--- src/dcs_pkg.sv ---
// Purpose: Shared constants and types for the dual oscillator clock selector
// Assumes: Register indices as printed; byte address is four times the index
// Notes: Wait counts are in oscillator ticks, not system clock cycles
package dcs_pkg;

	// ----------------------------------------------------------------
	// Register map (word indices)
	// ----------------------------------------------------------------
	localparam logic [29:0] IDX_SRC = 30'h0000_5060;
	localparam logic [29:0] IDX_CTL = 30'h0000_5061;
	localparam logic [29:0] IDX_STAT = 30'h0000_5070;

	// ----------------------------------------------------------------
	// Field positions and reset values
	// ----------------------------------------------------------------
	localparam int SRC_SEL_BIT = 0;
	localparam int CTL_MAIN_EN_BIT = 0;
	localparam int CTL_SUB_EN_BIT = 1;
	localparam int CTL_WAIT_LSB = 4;
	localparam int STAT_MAIN_RDY_BIT = 0;
	localparam int STAT_SUB_RDY_BIT = 1;
	localparam int STAT_ON_SUB_BIT = 2;
	localparam int STAT_HALT_BIT = 3;
	localparam logic RST_MAIN_EN = 1'b1;
	localparam logic RST_SUB_EN = 1'b0;
	localparam logic [1:0] RST_WAIT_SEL = 2'h0;
	localparam logic RST_SRC_SEL = 1'b0;

	// ----------------------------------------------------------------
	// Stabilization wait counts
	// ----------------------------------------------------------------
	localparam int WAIT_W = 11;
	localparam logic [WAIT_W-1:0] MAIN_WAIT_C0 = 11'h400;
	localparam logic [WAIT_W-1:0] MAIN_WAIT_C1 = 11'h200;
	localparam logic [WAIT_W-1:0] MAIN_WAIT_C2 = 11'h100;
	localparam logic [WAIT_W-1:0] MAIN_WAIT_C3 = 11'h080;
	localparam logic [WAIT_W-1:0] SUB_WAIT = 11'h100;
	localparam logic [WAIT_W-1:0] WAIT_MAX = 11'h400;

	// ----------------------------------------------------------------
	// Types
	// ----------------------------------------------------------------
	typedef enum logic [1:0] {
		SRC_MAIN = 2'b00,
		TO_SUB = 2'b01,
		SRC_SUB = 2'b10,
		TO_MAIN = 2'b11
	} dcs_src_e;

	typedef struct packed {
		logic cyc;
		logic stb;
		logic we;
		logic [3:0] sel;
		logic [31:0] adr;
		logic [31:0] dat;
	} dcs_wb_req_s;

	typedef struct packed {
		logic ack;
		logic [31:0] dat;
	} dcs_wb_rsp_s;

	typedef struct packed {
		logic mainRun;
		logic subRun;
		logic mainGate;
		logic subGate;
		logic sysHalt;
		logic coreHold;
	} dcs_clk_s;

	function automatic logic [WAIT_W-1:0] mainWaitCount(input logic [1:0] code);
		logic [WAIT_W-1:0] r;
		r = MAIN_WAIT_C0;
		unique case (code)
			2'h0: r = MAIN_WAIT_C0;
			2'h1: r = MAIN_WAIT_C1;
			2'h2: r = MAIN_WAIT_C2;
			2'h3: r = MAIN_WAIT_C3;
		endcase
		return r;
	endfunction

endpackage

--- src/dual_oscillator_clock_select.sv ---
// Purpose: Oscillator enables, stabilization waits and glitch-free source switching
// Assumes: Oscillator edges arrive as one-cycle ticks synchronous to clk_sys
// Notes: Gate outputs drive the clock gating cells of the system clock mux
//
// Added by the designer: the Wishbone register port.
`timescale 1ns/1ns
module dual_oscillator_clock_select (
	// System
	input wire logic clk_sys,
	input wire logic rstn,
	// Register bus
	input wire dcs_pkg::dcs_wb_req_s wbReq,
	output dcs_pkg::dcs_wb_rsp_s wbRsp,
	// Oscillator ticks and core state
	input wire logic mainOscTick,
	input wire logic subOscTick,
	input wire logic coreSleep,
	// Clock control
	output dcs_pkg::dcs_clk_s clkCtl
);
	import dcs_pkg::*;

	// ----------------------------------------------------------------
	// Storage
	// ----------------------------------------------------------------
	logic mainOscEnable;
	logic subOscEnable;
	logic [1:0] mainOscWaitSelect;
	logic systemClockSourceSelect;
	logic ack;
	logic [31:0] rdDat;
	logic [1:0] oscRun;
	logic [1:0] oscTick;
	logic [1:0] oscReady;
	logic [WAIT_W-1:0] waitCnt [1:0];
	logic [WAIT_W-1:0] waitTarget [1:0];
	logic gateMain;
	logic gateSub;
	logic sysHalt;
	dcs_src_e srcState;
	logic busHit;
	logic wrLane0;
	logic [29:0] wordIdx;

	assign wordIdx = wbReq.adr[31:2];
	assign busHit = wbReq.cyc && wbReq.stb && !ack;
	// Writes land at the edge that samples ack, while the request still stands
	assign wrLane0 = wbReq.cyc && wbReq.stb && ack && wbReq.we && wbReq.sel[0];

	// ----------------------------------------------------------------
	// Wishbone slave
	// ----------------------------------------------------------------
	// One wait state; unmapped reads return zero, unmapped writes are dropped
	always_ff @(posedge clk_sys) begin
		if (!rstn) begin
			ack <= 1'b0;
		end else begin
			ack <= busHit;
		end
	end

	always_ff @(posedge clk_sys) begin
		if (!rstn) begin
			rdDat <= 32'h0000_0000;
		end else if (busHit) begin
			rdDat <= 32'h0000_0000;
			if (wordIdx == IDX_SRC) begin
				rdDat[SRC_SEL_BIT] <= systemClockSourceSelect;
			end else if (wordIdx == IDX_CTL) begin
				rdDat[CTL_MAIN_EN_BIT] <= mainOscEnable;
				rdDat[CTL_SUB_EN_BIT] <= subOscEnable;
				rdDat[CTL_WAIT_LSB +: 2] <= mainOscWaitSelect;
			end else if (wordIdx == IDX_STAT) begin
				rdDat[STAT_MAIN_RDY_BIT] <= oscReady[0];
				rdDat[STAT_SUB_RDY_BIT] <= oscReady[1];
				rdDat[STAT_ON_SUB_BIT] <= (srcState == SRC_SUB);
				rdDat[STAT_HALT_BIT] <= sysHalt;
			end
		end
	end

	assign wbRsp.ack = ack;
	assign wbRsp.dat = rdDat;

	// ----------------------------------------------------------------
	// Control registers
	// ----------------------------------------------------------------
	// A stop request for the active source is refused, the bit stays set
	always_ff @(posedge clk_sys) begin
		if (!rstn) begin
			mainOscEnable <= RST_MAIN_EN;
			subOscEnable <= RST_SUB_EN;
			mainOscWaitSelect <= RST_WAIT_SEL;
		end else if (wrLane0 && wordIdx == IDX_CTL) begin
			mainOscEnable <= wbReq.dat[CTL_MAIN_EN_BIT] || (srcState != SRC_SUB);
			subOscEnable <= wbReq.dat[CTL_SUB_EN_BIT] || (srcState != SRC_MAIN);
			mainOscWaitSelect <= wbReq.dat[CTL_WAIT_LSB +: 2];
		end
	end

	always_ff @(posedge clk_sys) begin
		if (!rstn) begin
			systemClockSourceSelect <= RST_SRC_SEL;
		end else if (wrLane0 && wordIdx == IDX_SRC) begin
			systemClockSourceSelect <= wbReq.dat[SRC_SEL_BIT];
		end
	end

	// ----------------------------------------------------------------
	// Oscillator enables
	// ----------------------------------------------------------------
	always_ff @(posedge clk_sys) begin
		if (!rstn) begin
			oscRun <= 2'h0;
		end else begin
			oscRun[0] <= mainOscEnable && !coreSleep;
			oscRun[1] <= subOscEnable && !coreSleep;
		end
	end

	// ----------------------------------------------------------------
	// Stabilization wait counters
	// ----------------------------------------------------------------
	assign oscTick = {subOscTick, mainOscTick};
	assign waitTarget[0] = mainWaitCount(mainOscWaitSelect);
	assign waitTarget[1] = SUB_WAIT;

	// Counter clears whenever the oscillator is off, so every start waits again
	// Comparing with >= lets software shorten the wait while counting
	genvar gi;
	generate
		for (gi = 0; gi < 2; gi++) begin : gWait
			always_ff @(posedge clk_sys) begin
				if (!rstn || !oscRun[gi]) begin
					waitCnt[gi] <= '0;
				end else if (oscTick[gi] && waitCnt[gi] < WAIT_MAX) begin
					waitCnt[gi] <= waitCnt[gi] + 11'h001;
				end
			end
			assign oscReady[gi] = oscRun[gi] && (waitCnt[gi] >= waitTarget[gi]);
		end
	endgenerate

	// ----------------------------------------------------------------
	// Glitch-free source switch
	// ----------------------------------------------------------------
	// Old gate drops on an old-clock tick, or at once while that clock is not ready; new gate rises on a new-clock tick;
	// between the two no gate is open, trading a short halt for clean pulses
	always_ff @(posedge clk_sys) begin
		if (!rstn) begin
			srcState <= SRC_MAIN;
			gateMain <= 1'b1;
			gateSub <= 1'b0;
		end else begin
			unique case (srcState)
				SRC_MAIN: begin
					if (systemClockSourceSelect && (!oscReady[0] || mainOscTick)) begin
						gateMain <= 1'b0;
						srcState <= TO_SUB;
					end
				end
				TO_SUB: begin
					if (!systemClockSourceSelect && oscReady[0] && mainOscTick) begin
						gateMain <= 1'b1;
						srcState <= SRC_MAIN;
					end else if (systemClockSourceSelect && oscReady[1] && subOscTick) begin
						gateSub <= 1'b1;
						srcState <= SRC_SUB;
					end
				end
				SRC_SUB: begin
					if (!systemClockSourceSelect && (!oscReady[1] || subOscTick)) begin
						gateSub <= 1'b0;
						srcState <= TO_MAIN;
					end
				end
				TO_MAIN: begin
					if (systemClockSourceSelect && oscReady[1] && subOscTick) begin
						gateSub <= 1'b1;
						srcState <= SRC_SUB;
					end else if (!systemClockSourceSelect && oscReady[0] && mainOscTick) begin
						gateMain <= 1'b1;
						srcState <= SRC_MAIN;
					end
				end
			endcase
		end
	end

	// Halted whenever the open gate belongs to a clock still in its wait
	assign sysHalt = !((gateMain && oscReady[0]) || (gateSub && oscReady[1]));

	assign clkCtl.mainRun = oscRun[0];
	assign clkCtl.subRun = oscRun[1];
	assign clkCtl.mainGate = gateMain && oscReady[0];
	assign clkCtl.subGate = gateSub && oscReady[1];
	assign clkCtl.sysHalt = sysHalt;
	assign clkCtl.coreHold = sysHalt;

	// ----------------------------------------------------------------
	// Checks
	// ----------------------------------------------------------------
	a_reset_main_src: assert property (@(posedge clk_sys)
		$rose(rstn) |-> srcState == SRC_MAIN && gateMain && !gateSub)
		else $error("main is not the source after reset");

	a_main_wait_done: assert property (@(posedge clk_sys) disable iff (!rstn)
		$rose(oscReady[0]) |-> waitCnt[0] == mainWaitCount(mainOscWaitSelect) || $changed(mainOscWaitSelect))
		else $error("main ready before its wait count");

	a_sub_wait_done: assert property (@(posedge clk_sys) disable iff (!rstn)
		$rose(oscReady[1]) |-> waitCnt[1] == 11'h100)
		else $error("sub ready before 256 ticks");

	a_sleep_stops_osc: assert property (@(posedge clk_sys) disable iff (!rstn)
		coreSleep |=> !oscRun[0] && !oscRun[1])
		else $error("oscillator runs during sleep");

	a_main_held_on: assert property (@(posedge clk_sys) disable iff (!rstn)
		srcState != SRC_SUB |-> mainOscEnable)
		else $error("main disabled while in use");

	a_sub_held_on: assert property (@(posedge clk_sys) disable iff (!rstn)
		srcState != SRC_MAIN |-> subOscEnable || srcState == TO_SUB)
		else $error("sub disabled while in use");

	a_gates_exclusive: assert property (@(posedge clk_sys) disable iff (!rstn)
		!(gateMain && gateSub))
		else $error("both clock gates open");

	a_sub_wait_halts: assert property (@(posedge clk_sys) disable iff (!rstn)
		srcState == TO_SUB && !oscReady[1] |-> sysHalt)
		else $error("system clock runs before sub is ready");

	a_core_held_boot: assert property (@(posedge clk_sys) disable iff (!rstn)
		$rose(rstn) |-> sysHalt [*8])
		else $error("core released too early after reset");

	a_ack_single: assert property (@(posedge clk_sys) disable iff (!rstn)
		ack |=> !ack)
		else $error("ack held longer than one cycle");

	a_ack_answers: assert property (@(posedge clk_sys) disable iff (!rstn)
		busHit |=> ack)
		else $error("bus request not answered in one cycle");

	a_unmapped_zero: assert property (@(posedge clk_sys) disable iff (!rstn)
		busHit && wordIdx != IDX_SRC && wordIdx != IDX_CTL && wordIdx != IDX_STAT |=> rdDat == 32'h0000_0000)
		else $error("unmapped read returned data");

	a_reset_ctl_values: assert property (@(posedge clk_sys)
		$rose(rstn) |-> mainOscEnable && !subOscEnable && mainOscWaitSelect == 2'h0)
		else $error("control bits wrong after reset");

	a_main_run_follows: assert property (@(posedge clk_sys) disable iff (!rstn)
		$past(rstn) |-> oscRun[0] == ($past(mainOscEnable) && !$past(coreSleep)))
		else $error("main run does not follow enable and sleep");

	a_sub_run_follows: assert property (@(posedge clk_sys) disable iff (!rstn)
		$past(rstn) |-> oscRun[1] == ($past(subOscEnable) && !$past(coreSleep)))
		else $error("sub run does not follow enable and sleep");

	a_sleep_halts: assert property (@(posedge clk_sys) disable iff (!rstn)
		coreSleep |=> sysHalt)
		else $error("system clock runs during sleep");

	a_main_stop_refused: assert property (@(posedge clk_sys) disable iff (!rstn)
		wrLane0 && wordIdx == IDX_CTL && srcState != SRC_SUB |=> mainOscEnable)
		else $error("main stopped while it may be in use");

	a_sub_stop_refused: assert property (@(posedge clk_sys) disable iff (!rstn)
		wrLane0 && wordIdx == IDX_CTL && srcState != SRC_MAIN |=> subOscEnable)
		else $error("sub stopped while it may be in use");

	a_src_sel_write: assert property (@(posedge clk_sys) disable iff (!rstn)
		wrLane0 && wordIdx == IDX_SRC |=> systemClockSourceSelect == $past(wbReq.dat[SRC_SEL_BIT]))
		else $error("source select does not take the written value");

	a_main_gate_ready: assert property (@(posedge clk_sys) disable iff (!rstn)
		clkCtl.mainGate |-> oscRun[0] && waitCnt[0] >= mainWaitCount(mainOscWaitSelect))
		else $error("main clock passed before its wait");

	a_sub_gate_ready: assert property (@(posedge clk_sys) disable iff (!rstn)
		clkCtl.subGate |-> oscRun[1] && waitCnt[1] >= SUB_WAIT)
		else $error("sub clock passed before its wait");

	a_main_wait_restart: assert property (@(posedge clk_sys) disable iff (!rstn)
		!oscRun[0] |=> waitCnt[0] == 11'h000)
		else $error("main wait not restarted after a stop");

	a_sub_wait_restart: assert property (@(posedge clk_sys) disable iff (!rstn)
		!oscRun[1] |=> waitCnt[1] == 11'h000)
		else $error("sub wait not restarted after a stop");

	a_main_gate_drop: assert property (@(posedge clk_sys) disable iff (!rstn)
		$fell(gateMain) |-> $past(mainOscTick) || !$past(oscReady[0]))
		else $error("main gate closed off a main tick");

	a_main_gate_open: assert property (@(posedge clk_sys) disable iff (!rstn)
		$rose(gateMain) |-> $past(mainOscTick) && $past(oscReady[0]))
		else $error("main gate opened off a main tick");

	a_sub_gate_drop: assert property (@(posedge clk_sys) disable iff (!rstn)
		$fell(gateSub) |-> $past(subOscTick) || !$past(oscReady[1]))
		else $error("sub gate closed off a sub tick");

	a_sub_gate_open: assert property (@(posedge clk_sys) disable iff (!rstn)
		$rose(gateSub) |-> $past(subOscTick) && $past(oscReady[1]))
		else $error("sub gate opened off a sub tick");

	// ----------------------------------------------------------------
	// Boot check
	// ----------------------------------------------------------------
	// Own tick count, apart from the wait counter that it guards
	logic [WAIT_W-1:0] bootTicks;
	always_ff @(posedge clk_sys) begin
		if (!rstn) begin
			bootTicks <= '0;
		end else if (mainOscTick && oscRun[0] && bootTicks < MAIN_WAIT_C0) begin
			bootTicks <= bootTicks + 11'h001;
		end
	end

	a_core_held_1024: assert property (@(posedge clk_sys) disable iff (!rstn)
		bootTicks < MAIN_WAIT_C0 |-> clkCtl.coreHold)
		else $error("core released before 1024 main ticks");

endmodule // dual_oscillator_clock_select

--- config.mk ---
export PLATFORM = sky130hd
export DESIGN_NAME = dual_oscillator_clock_select
export DESIGN_NICKNAME = d
export VERILOG_FILES = /design/src/dcs_pkg.sv /design/src/dual_oscillator_clock_select.sv
export SDC_FILE = /design/constraint.sdc
export NUM_CORES = 1
export LEC_CHECK = 0
export ABC_AREA = 1
export BUFFER_PORTS_ARGS = -buffer_cell sky130_fd_sc_hd__buf_2
export CAP_MARGIN = 0
export CORE_MARGIN = 3
export CORE_UTILIZATION = 43
export DETAILED_ROUTE_END_ITERATION = 10
export PLACE_DENSITY = 0.77
export SKIP_LAST_GASP = 1
export SLEW_MARGIN = 20
export SYNTH_ARGS = -nofsm -noshare
export SYNTH_HDL_FRONTEND = slang
export SYNTH_SLANG_ARGS = --single-unit
--- constraint.sdc ---
create_clock -name clk_sys -period 1.7 [get_ports clk_sys]
set_clock_uncertainty 0.1 [all_clocks]
set_input_delay 0.085 -clock clk_sys [delete_from_list [all_inputs] [get_ports clk_sys]]
set_output_delay 0.085 -clock clk_sys [all_outputs]
set_load 0.01 [all_outputs]
==> flow_summary.json, run 1 <==
{
  "area_growth_pct": 30.8,
  "overflow": 0,
  "cts-root-buf": "clkbuf_8",
  "layout_setup_ws_ns": -0.301,
  "final_cell_mix": "55 x buf_2, 50 x nand2_1, 41 x inv_1",
  "finalCriticalPeriod_ns": 2.00,
  "worstMarginPinSlew_ns": 0.601,
  "critPathMaxFanout": 3,
  "end_kind": "output pin",
  "setup_viol": 9,
  "grt_pass1_wl_mm": 9.56,
  "grt_pass1_vias": 2233,
  "ys.flop_type": "edfxtp_1",
  "cts-htree-levels": 2,
  "wire_per_inst_um": 12.6,
  "drcViolationCount": 0,
  "grt_usage_pct": 16.3,
  "numPlacedInstances": 471,
  "gp_congestion": 0.814,
  "die-width_um": 83.1,
  "ff2ff_path_depth": 13,
  "finalCritPeriodShare_pct": 118,
  "rows": 27,
  "power.density_mw_per_mm2": 558,
  "worstPathArrival_ns": 1.82,
  "holdPathStages": 3,
  "violations": "setup timing",
  "clk_transition_reported_paths_ns": 0.08,
  "ys_seq_area_share_pct": 40.0,
  "hp-class": "input pin to flop",
  "drtAntennaViolNets": 0,
  "timing.fmax_mhz": 500,
  "cp-start-kind": "flop",
  "die_h_um": 83.1,
  "finalNonFillerCells": 497,
  "nets": 507,
  "clock_latency_ns": 0.31,
  "grt_max_degree": 14,
  "cts_tree": "done",
  "hold_violations": 0,
  "final_common_cell": "buf_2",
  "yosysUniqueCellTypes": 36,
  "whs_ns": 0.0193,
  "grt_antenna_before_repair": 0,
  "status": "finished, violations left",
  "rsz0062_at_grt": "true",
  "cts_sinks": 40,
  "drt-total-wl_mm": 6.27,
  "coreArea_mm2": 0.00564,
  "worstSetupPathType": "flop to output pin",
  "portBuffers": 55,
  "max-cap-violations": 0,
  "synth_edf_count": 22,
  "ys_seq_elements": 40,
  "start_util_pct": 45.3,
  "vias_per_cell": 4.78,
  "worstPathRequired_ns": 1.51,
  "power_leakage_nw": 1.49,
  "setup_tns_ns": -1.84,
  "clockBufferDepth": 2,
  "post-route-cell-area_mm2": 0.00334,
  "yosysWarnings": 0,
  "drv_slew": 0,
  "firstDrtPassIters": 4,
  "drt-initial-drc-count": 95,
  "maxSlewHeadroom_pct": 59.9,
  "drive_gt1_share_pct": 35.3,
  "diodes": 0,
  "dieArea_mm2": 0.00690,
  "synth_area_mm2": 0.00255,
  "finish.utilization_pct": 59.2,
  "vias": 2376,
  "avgSynthCellArea_um2": 7.65,
  "hpwl_mm": 4.35,
  "synthCells": 334,
  "cts_buffers": 5,
  "postPlaceCellArea_mm2": 0.00291,
  "async_reset_ff_share_pct": 0,
  "io_pins": 115,
  "vdd_drop_max_mv": 0.394
}
## cell families (layout without fill, tap and decap cells)
group / count (synthesis) / in the layout / synth area share, %
XOR/XNOR: 1 / 1 / 0.343
buffers and inverters: 80 / 146 / 16.1
other: 1 / 26 / 0.147
flip-flops: 40 / 40 / 40.0
adder cells (fa/ha/maj): 7 / 7 / 3.43
AO/OA/AOI/OAI: 43 / 43 / 9.11
AND/OR/NAND/NOR: 162 / 162 / 30.9
## final timing paths
check / start / to / slack, ns
setup / recovery: waitCnt[0][10] / clkCtl[3] / -0.30
hold / removal: wbReq[1] / subOscEnable / 0.02
setup reg to reg: waitCnt[0][10] / gateMain / -0.25
hold reg to reg: rdDat[0] / rdDat[0] / 0.37
## state kept, by name (all words and copies together) (netlist names)
| register | flops |
|---|---|
| waitCnt | 22 |
| rdDat | 6 |
| mainOscWaitSelect | 2 |
| oscRun | 2 |
| srcState | 2 |
| ack | 1 |
| gateMain | 1 |
| gateSub | 1 |
| mainOscEnable | 1 |
| subOscEnable | 1 |
| systemClockSourceSelect | 1 |
## routing by layer
| metal | vias up | global-route usage [%] | part of all wire (%) |
|---|---|---|---|
| met5 | - | 0 | 0 |
| met4 | 0 | 5.35 | 1.8 |
| met3 | 17 | 3.27 | 4.3 |
| met2 | 65 | 28.4 | 53 |
| met1 | 1089 | 20.1 | 41 |
| li1 | 1205 | - | - |
## worst max-delay path: stages (launching register included)
cell,delay (ns)
edfxtp_1,0.47
ha_4,0.32
nand2_4,0.05
nor2_4,0.09
nand3_2,0.08
nand2_2,0.09
nand2_2,0.07
buf_4,0.14
nor2_4,0.07
buf_2,0.13
## cell type report
cell class,count,area [um^2]
fill,491,2300
tap,72,90.1
timing repair buffer,89,552
sequential,40,1030
multi-input combinational,239,1400
inverter,49,189
clock inverter,1,5.00
clock buffer,7,76.3
## power breakdown
group	leakage, nW	internal, mW	switching (mW)	total, mW
registers	0.414	1.02	0.00962	1.03
logic	1.03	0.0876	0.115	0.203
clock network	0.0422	0.288	0.344	0.633
total	1.49	1.39	0.469	1.86
## repair_timing
action                                 in CTS  in global routing
setup endpoints to repair                  20                 17
setup buffers                               2                 12
gates resized for setup                     8                 41
pin swaps                                   7                 18
endpoints found under the hold margin       6                  0
hold buffers                                4                  0
## cells in the mapped netlist (all sizes together) (2+ instances only)
| master | n | area (um^2) |
|---|---|---|
| edfxtp | 22 | 661 |
| nand3 | 24 | 145 |
| ha | 7 | 87.6 |
| nor3b | 4 | 35.0 |
| nor3 | 10 | 76.3 |
| o21bai | 2 | 15.0 |
| a21oi | 24 | 124 |
| nor4 | 2 | 25.0 |
| and2 | 3 | 20.0 |
| nand4 | 3 | 18.8 |
| nor2 | 53 | 221 |
| dfxtp | 18 | 360 |
| o21ai | 13 | 65.1 |
| nand2 | 62 | 240 |
| buf | 30 | 223 |
| inv | 49 | 184 |
## stage by stage
step           power (mW)  setup WS [ns]
2_1_floorplan        1.18         0.0380
3_3_place_gp         1.21        -0.0679
3_5_place_dp         1.22         -0.135
4_1_cts              1.84         -0.317
5_1_grt              1.93         -0.371
6_report             1.86         -0.301
Power figures use the tool's default switching activity.
==> run 2: changes to the inputs <==
Settings changed: ABC_AREA 1 to default, CORE_UTILIZATION 43 to 42, PLACE_DENSITY 0.77 to 0.76.
==> run 2 against run 1 <==
Effect of this change: the flow still finishes with violations (setup timing); count of clock-buffer cells in the layout fell by 2; first-iteration DRC count fell by 23%; synthesized cell count fell by 22%; cell count fell by 15%; non-clock buffer count rose by 3; cell area fell by 4.6%; global-route usage fell by 0.38 points; power rose by 9.5%; sequential share of layout area rose by 1.3 points; critical path depth fell by 2; utilization fell by 2.0 points; via count fell by 12%; highest routed layer unchanged.
==> flow_summary.json, run 2 <==
{
  "cts_sinks": 40,
  "clock_latency_ns": 0.30,
  "ys_seq_area_share_pct": 41.7,
  "grt_pass1_wl_mm": 8.31,
  "grt_max_degree": 15,
  "grt_pass1_vias": 1905,
  "rsz0062_at_grt": "true",
  "firstDrtPassIters": 4,
  "synthCells": 259,
  "io_pins": 115,
  "busiest_layer": "met2",
  "timing.fmax_mhz": 472,
  "nets": 432,
  "synth_edf_count": 22,
  "synth-xor-area-share_pct": 4.65,
  "coreArea_mm2": 0.00557,
  "worstPathArrival_ns": 1.93,
  "synth.area.top_cells": "edfxtp_1 27%, dfxtp_1 15%, buf_4 8.9%, nor2_1 4.6%, ha_1 3.6%",
  "synth_area_mm2": 0.00245,
  "min_to": "gateMain",
  "r2r_slack_ns": -0.33,
  "critPathMaxFanout": 3,
  "cts-htree-levels": 2,
  "drt-initial-drc-count": 73,
  "finalCriticalPeriod_ns": 2.12,
  "synth_top_family_by_area": "simple AND/OR/NAND/NOR gates",
  "grt_antenna_before_repair": 0,
  "start_util_pct": 43.9,
  "maxSlewHeadroom_pct": 64.2,
  "hpwl_mm": 4.26,
  "drtAntennaViolNets": 0,
  "largest_reg_flops": 22,
  "drt-total-wl_mm": 5.58,
  "setup_tns_ns": -2.59,
  "portBuffers": 55,
  "ff2ff_path_depth": 8,
  "power.density_mw_per_mm2": 640,
  "hp-start": "mainOscTick",
  "diodes": 0,
  "globalRouteMet3Util_pct": 3.80,
  "yosysUniqueCellTypes": 48,
  "wire_per_inst_um": 13.2,
  "avgSynthCellArea_um2": 9.44,
  "synth_compound_area_share_pct": 8.39,
  "final_common_cell": "buf_2",
  "worstSetupPathType": "flop to output pin",
  "end_kind": "output pin",
  "r2r_start": "mainOscWaitSelect[1]",
  "clockBufferDepth": 2,
  "drive_gt1_share_pct": 35.7,
  "vias": 2098,
  "cts-root-buf": "clkbuf_8",
  "max-cap-violations": 0,
  "preCtsSetupSlack_ns": -0.194,
  "hold_violations": 0,
  "die_h_um": 82.3,
  "drv_slew": 0,
  "async_reset_ff_share_pct": 0,
  "vias_per_cell": 4.97,
  "synth.most_common_cell": "nor2_1",
  "yosysWarnings": 0,
  "grt.met2_usage_pct": 28.8,
  "yosysTopAreaCell": "edfxtp_1",
  "worstMarginPinSlew_ns": 0.536,
  "synth_fa_ha_area_share_pct": 3.58,
  "vdd_drop_max_mv": 0.485,
  "cp-start-kind": "flop",
  "setup_viol": 8,
  "gr-usage-met1_pct": 18.3,
  "grt_usage_pct": 15.9,
  "largest_registers": "waitCnt x22, rdDat x6",
  "ys.flop_type": "edfxtp_1",
  "area_growth_pct": 30.3,
  "clk_transition_reported_paths_ns": 0.08,
  "synth_mux_area_share_pct": 1.23,
  "drcViolationCount": 0,
  "synth_top_area_share_pct": 27.0,
  "layout_setup_ws_ns": -0.418,
  "gp_congestion": 0.834,
  "r2r_end": "srcState[0]",
  "hp-class": "input pin to flop",
  "status": "finished, violations left",
  "cts_buffers": 5,
  "cts_tree": "done",
  "overflow": 0,
  "violations": "setup timing",
  "fillers": 483,
  "worstPathRequired_ns": 1.51,
  "ys_top_cells_by_count": "30 x nor2_1, 29 x buf_4, 22 x edfxtp_1, 18 x dfxtp_1",
  "rows": 27,
  "ys_seq_elements": 40,
  "power_leakage_nw": 1.37,
  "final_cell_mix": "53 x buf_2, 32 x buf_4, 29 x nor2_1",
  "regMostFlops": "waitCnt",
  "finalCritPeriodShare_pct": 125,
  "dieArea_mm2": 0.00678,
  "die-width_um": 82.3,
  "holdPathStages": 3,
  "synthSimpleGateAreaFrac_pct": 28.1
}
run 2: worst max-delay path by stage:
stage | slack (ns) | start | depth (start not counted) | end
after floorplan | -0.12 | waitCnt[0][8] | 7 | clkCtl[0]
after global placement | -0.18 | mainOscWaitSelect[1] | 8 | clkCtl[1]
after detailed placement | -0.19 | mainOscWaitSelect[0] | 8 | clkCtl[1]
after CTS | -0.38 | waitCnt[0][8] | 7 | clkCtl[1]
after global routing | -0.51 | waitCnt[0][8] | 7 | clkCtl[1]
final | -0.42 | waitCnt[0][8] | 7 | clkCtl[1]
run 2: cells by family (layout without fill, tap and decap cells):
logic type	after synthesis	after routing
other cells	1	26
buf+inv	50	116
simple gates	116	116
xor+xnor	13	13
fa+ha+maj	7	7
mux	3	3
flops	40	40
compound gates	29	29
run 2: per-layer routing:
layer	wire, um	part of all wire (%)
met1	2140	38
met2	2820	51
met3	545	9.8
met4	74	1.3
met5	0	0
run 2: where the power goes:
| part | switching (mW) | total, mW | internal, mW |
|---|---|---|---|
| Combinational | 0.115 | 0.209 | 0.0944 |
| Clock | 0.360 | 0.802 | 0.442 |
| Sequential | 0.00731 | 1.03 | 1.02 |
| Total | 0.482 | 2.04 | 1.56 |
run 2: per-stage QoR:
stage	instances	total power, mW	cell area (um^2)	hold slack [ns]	utilization (%)
6_report	422	2.04	3190	0.0396	57.2
5_1_grt	422	2.13	3190	0.0710	57.2
4_1_cts	421	2.05	3140	0.0313	56.3
3_5_place_dp	405	1.24	2930	0.179	52.6
3_3_place_gp	405	1.24	2930	0.172	52.6
2_1_floorplan	284	1.19	2590	0.0611	-
run 2: area by class of cell:
cell class / instances / area, um^2 / share of cell area [%]
Clock buffer: 5 / 68.8 / 2.16
Timing Repair Buffer: 92 / 579 / 18.2
Clock inverter: 3 / 47.5 / 1.49
Tap cell: 72 / 90.1 / 2.83
Multi-Input combinational cell: 194 / 1320 / 41.3
Inverter: 16 / 60.1 / 1.88
Sequential cell: 40 / 1020 / 32.1
run 2: critical path: stages, from the launching register on:
cell and delay, ns:
edfxtp_1 0.44, ha_4 0.26, nor2b_4 0.12, o211ai_1 0.29
a31oi_4 0.13, and2_4 0.19, nor2_4 0.10, buf_6 0.11
run 2: what timing repair did:
action,CTS,global route
buffers inserted,4,1
setup endpoints to repair,9,12
pin swaps,6,3
gates resized for setup,3,10
hold endpoints to repair,5,0
hold buffers,4,0
==> run 3: changes to the inputs <==
--- a/config.mk
+++ b/config.mk
@@ -13,5 +13,5 @@
 export PLACE_DENSITY = 0.76
 export SKIP_LAST_GASP = 1
-export SLEW_MARGIN = 20
+export SLEW_MARGIN = 25
 export SYNTH_ARGS = -nofsm -noshare
 export SYNTH_HDL_FRONTEND = slang
==> constraint.sdc (replaced) <==
create_clock -name clk_sys -period 1.7 [get_ports clk_sys]
set_clock_uncertainty 0.1 [all_clocks]
set_input_delay 0.17 -clock clk_sys [delete_from_list [all_inputs] [get_ports clk_sys]]
set_output_delay 0.17 -clock clk_sys [all_outputs]
set_load 0.01 [all_outputs]
==> run 3 against run 2 <==
Effect of this change: the run still ends with setup timing left; cell count fell by 0.24%; register-to-register slack got worse by 0.02 ns; utilization down 0.43 points; die area did not move; setup slack got worse by 0.067 ns; flip-flop and latch count unchanged; cell area down 0.75%; global-route usage grew 0.69 points; non-clock buffer count down 1; critical endpoint is now clkCtl[0].
==> flow_summary.json, run 3 (synthesis results as in run 2) <==
{
  "worstPathRequired_ns": 1.43,
  "worstPathArrival_ns": 1.91,
  "crit_path_cell_trace": "or2_4 -> ha_4 -> buf_4 -> a21oi_4 -> a31oi_4 -> and2_4 -> nor2_4 -> buf_6",
  "whs_ns": 0.0226,
  "end_kind": "output pin",
  "rsz0062_at_grt": "true",
  "maxSlewHeadroom_pct": 65.2,
  "die-width_um": 82.3,
  "cts_buffers": 5,
  "cts-root-buf": "clkbuf_8",
  "io_pins": 115,
  "power.total_mw": 1.85,
  "cts-htree-levels": 2,
  "final_common_cell": "buf_2",
  "grt_max_degree": 13,
  "status": "finished, violations left",
  "diodes": 0,
  "finalCritPeriodShare_pct": 129,
  "hold_violations": 0,
  "r2r_start": "mainOscWaitSelect[1]",
  "area_growth_pct": 29.3,
  "hpwl_mm": 4.29,
  "ff2ff_path_depth": 10,
  "hp-class": "input pin to flop",
  "grt_usage_pct": 16.6,
  "clock_latency_ns": 0.29,
  "slowest_delay_ns": 0.37,
  "firstDrtPassIters": 6,
  "nets": 431,
  "cts_tree": "done",
  "final_cell_mix": "52 x buf_2, 33 x buf_4, 29 x nor2_1",
  "power.density_mw_per_mm2": 585,
  "min_to": "mainOscWaitSelect[1]",
  "start_util_pct": 43.9,
  "worstSetupPathType": "flop to output pin",
  "r2r_end": "gateMain",
  "setup_viol": 8,
  "vias_per_cell": 5.02,
  "portBuffers": 55,
  "drt-total-wl_mm": 5.65,
  "cp-start-kind": "flop",
  "hp-start": "wbReq[5]",
  "vias": 2112,
  "drv_slew": 0,
  "coreArea_mm2": 0.00557,
  "dieArea_mm2": 0.00678,
  "setup_tns_ns": -2.86,
  "drt-initial-drc-count": 82,
  "grt_pass1_vias": 1910,
  "rows": 27,
  "clk_transition_reported_paths_ns": 0.08,
  "worstMarginPinSlew_ns": 0.521,
  "critPathSlowestCell": "dfxtp_4",
  "die_h_um": 82.3,
  "max-cap-violations": 0,
  "largest_registers": "waitCnt x22, rdDat x6",
  "vdd_drop_max_mv": 0.393,
  "clockBufferDepth": 2,
  "postPlaceCellArea_mm2": 0.00292,
  "regMostFlops": "waitCnt",
  "gp_congestion": 0.805,
  "drtAntennaViolNets": 0,
  "overflow": 0,
  "cts_sinks": 40,
  "power_leakage_nw": 1.35,
  "layout_setup_ws_ns": -0.485,
  "r2r_slack_ns": -0.35,
  "violations": "setup timing",
  "finalCriticalPeriod_ns": 2.18,
  "post-route-cell-area_mm2": 0.00316,
  "largest_reg_flops": 22,
  "timing.fmax_mhz": 458,
  "wire_per_inst_um": 13.4,
  "grt_antenna_before_repair": 0,
  "critical_path.startpoint": "mainOscWaitSelect[1]",
  "holdPathStages": 3,
  "drcViolationCount": 0,
  "drive_gt1_share_pct": 36.1,
  "critPathMaxFanout": 5,
  "grt_pass1_wl_mm": 8.62
}
==> run 3: cell count changes in the layout (fill, tap and decap cells not counted), sizes merged <==
cell,previous run,this run
dlygate4sd3,4,1
clkinv,2,3
bufinv,1,0
buf,88,90
==> run 3: how the worst max path moves through the flow <==
stage / end / slack, ns / cells after the start
after global placement: clkCtl[1] / -0.26 / 8
after CTS: clkCtl[0] / -0.52 / 7
after floorplan: clkCtl[0] / -0.23 / 8
final: clkCtl[0] / -0.48 / 8
after global routing: clkCtl[1] / -0.55 / 8
after detailed placement: clkCtl[0] / -0.30 / 8
==> run 3: cell type report <==
class,count,area (um^2)
clock buffer,5,68.8
clock inverter,3,13.8
fill,486,2410
inverter,16,60.1
multi-input combinational,194,1330
sequential,40,1030
tap,72,90.1
timing repair buffer,91,574
==> run 3: worst max-delay path, delay by kind of cell (launching register included) <==
family / cells / cell delay [ns]
compound gates: 2 / 0.26
fa+ha+maj: 1 / 0.22
buf+inv: 2 / 0.25
flops: 1 / 0.37
simple gates: 3 / 0.53
==> run 3: power breakdown <==
part	switching [mW]	internal [mW]
Sequential	0.00785	1.02
Combinational	0.113	0.0894
Clock	0.342	0.279
==> run 3: repair_timing <==
item                                    in CTS  in global routing
gates cloned                                 0                  0
resized for setup                           12                  9
hold buffers                                 1                  0
endpoints found under the hold margin        2                  0
endpoints found under the setup margin       9                 11
pin swaps                                    7                 11
buffers inserted                             4                  2
==> run 3: layer usage <==
layer / share of wire (%) / global-route usage, % / routed length (um) / up-vias
met5: 0 / 0 / 0 / -
met4: 1.0 / 4.65 / 59 / 0
met3: 7.7 / 3.15 / 433 / 7
met2: 51 / 30.1 / 2870 / 84
met1: 40 / 19.9 / 2280 / 983
li1: - / - / - / 1038
==> run 3: per-stage QoR <==
step,worst slack (ns),utilization [%],cells
after CTS,-0.520,55.7,419
after global routing,-0.554,56.7,421
after detailed placement,-0.297,52.4,406
final,-0.485,56.7,421
after floorplan,-0.227,-,284
after global placement,-0.263,52.4,406
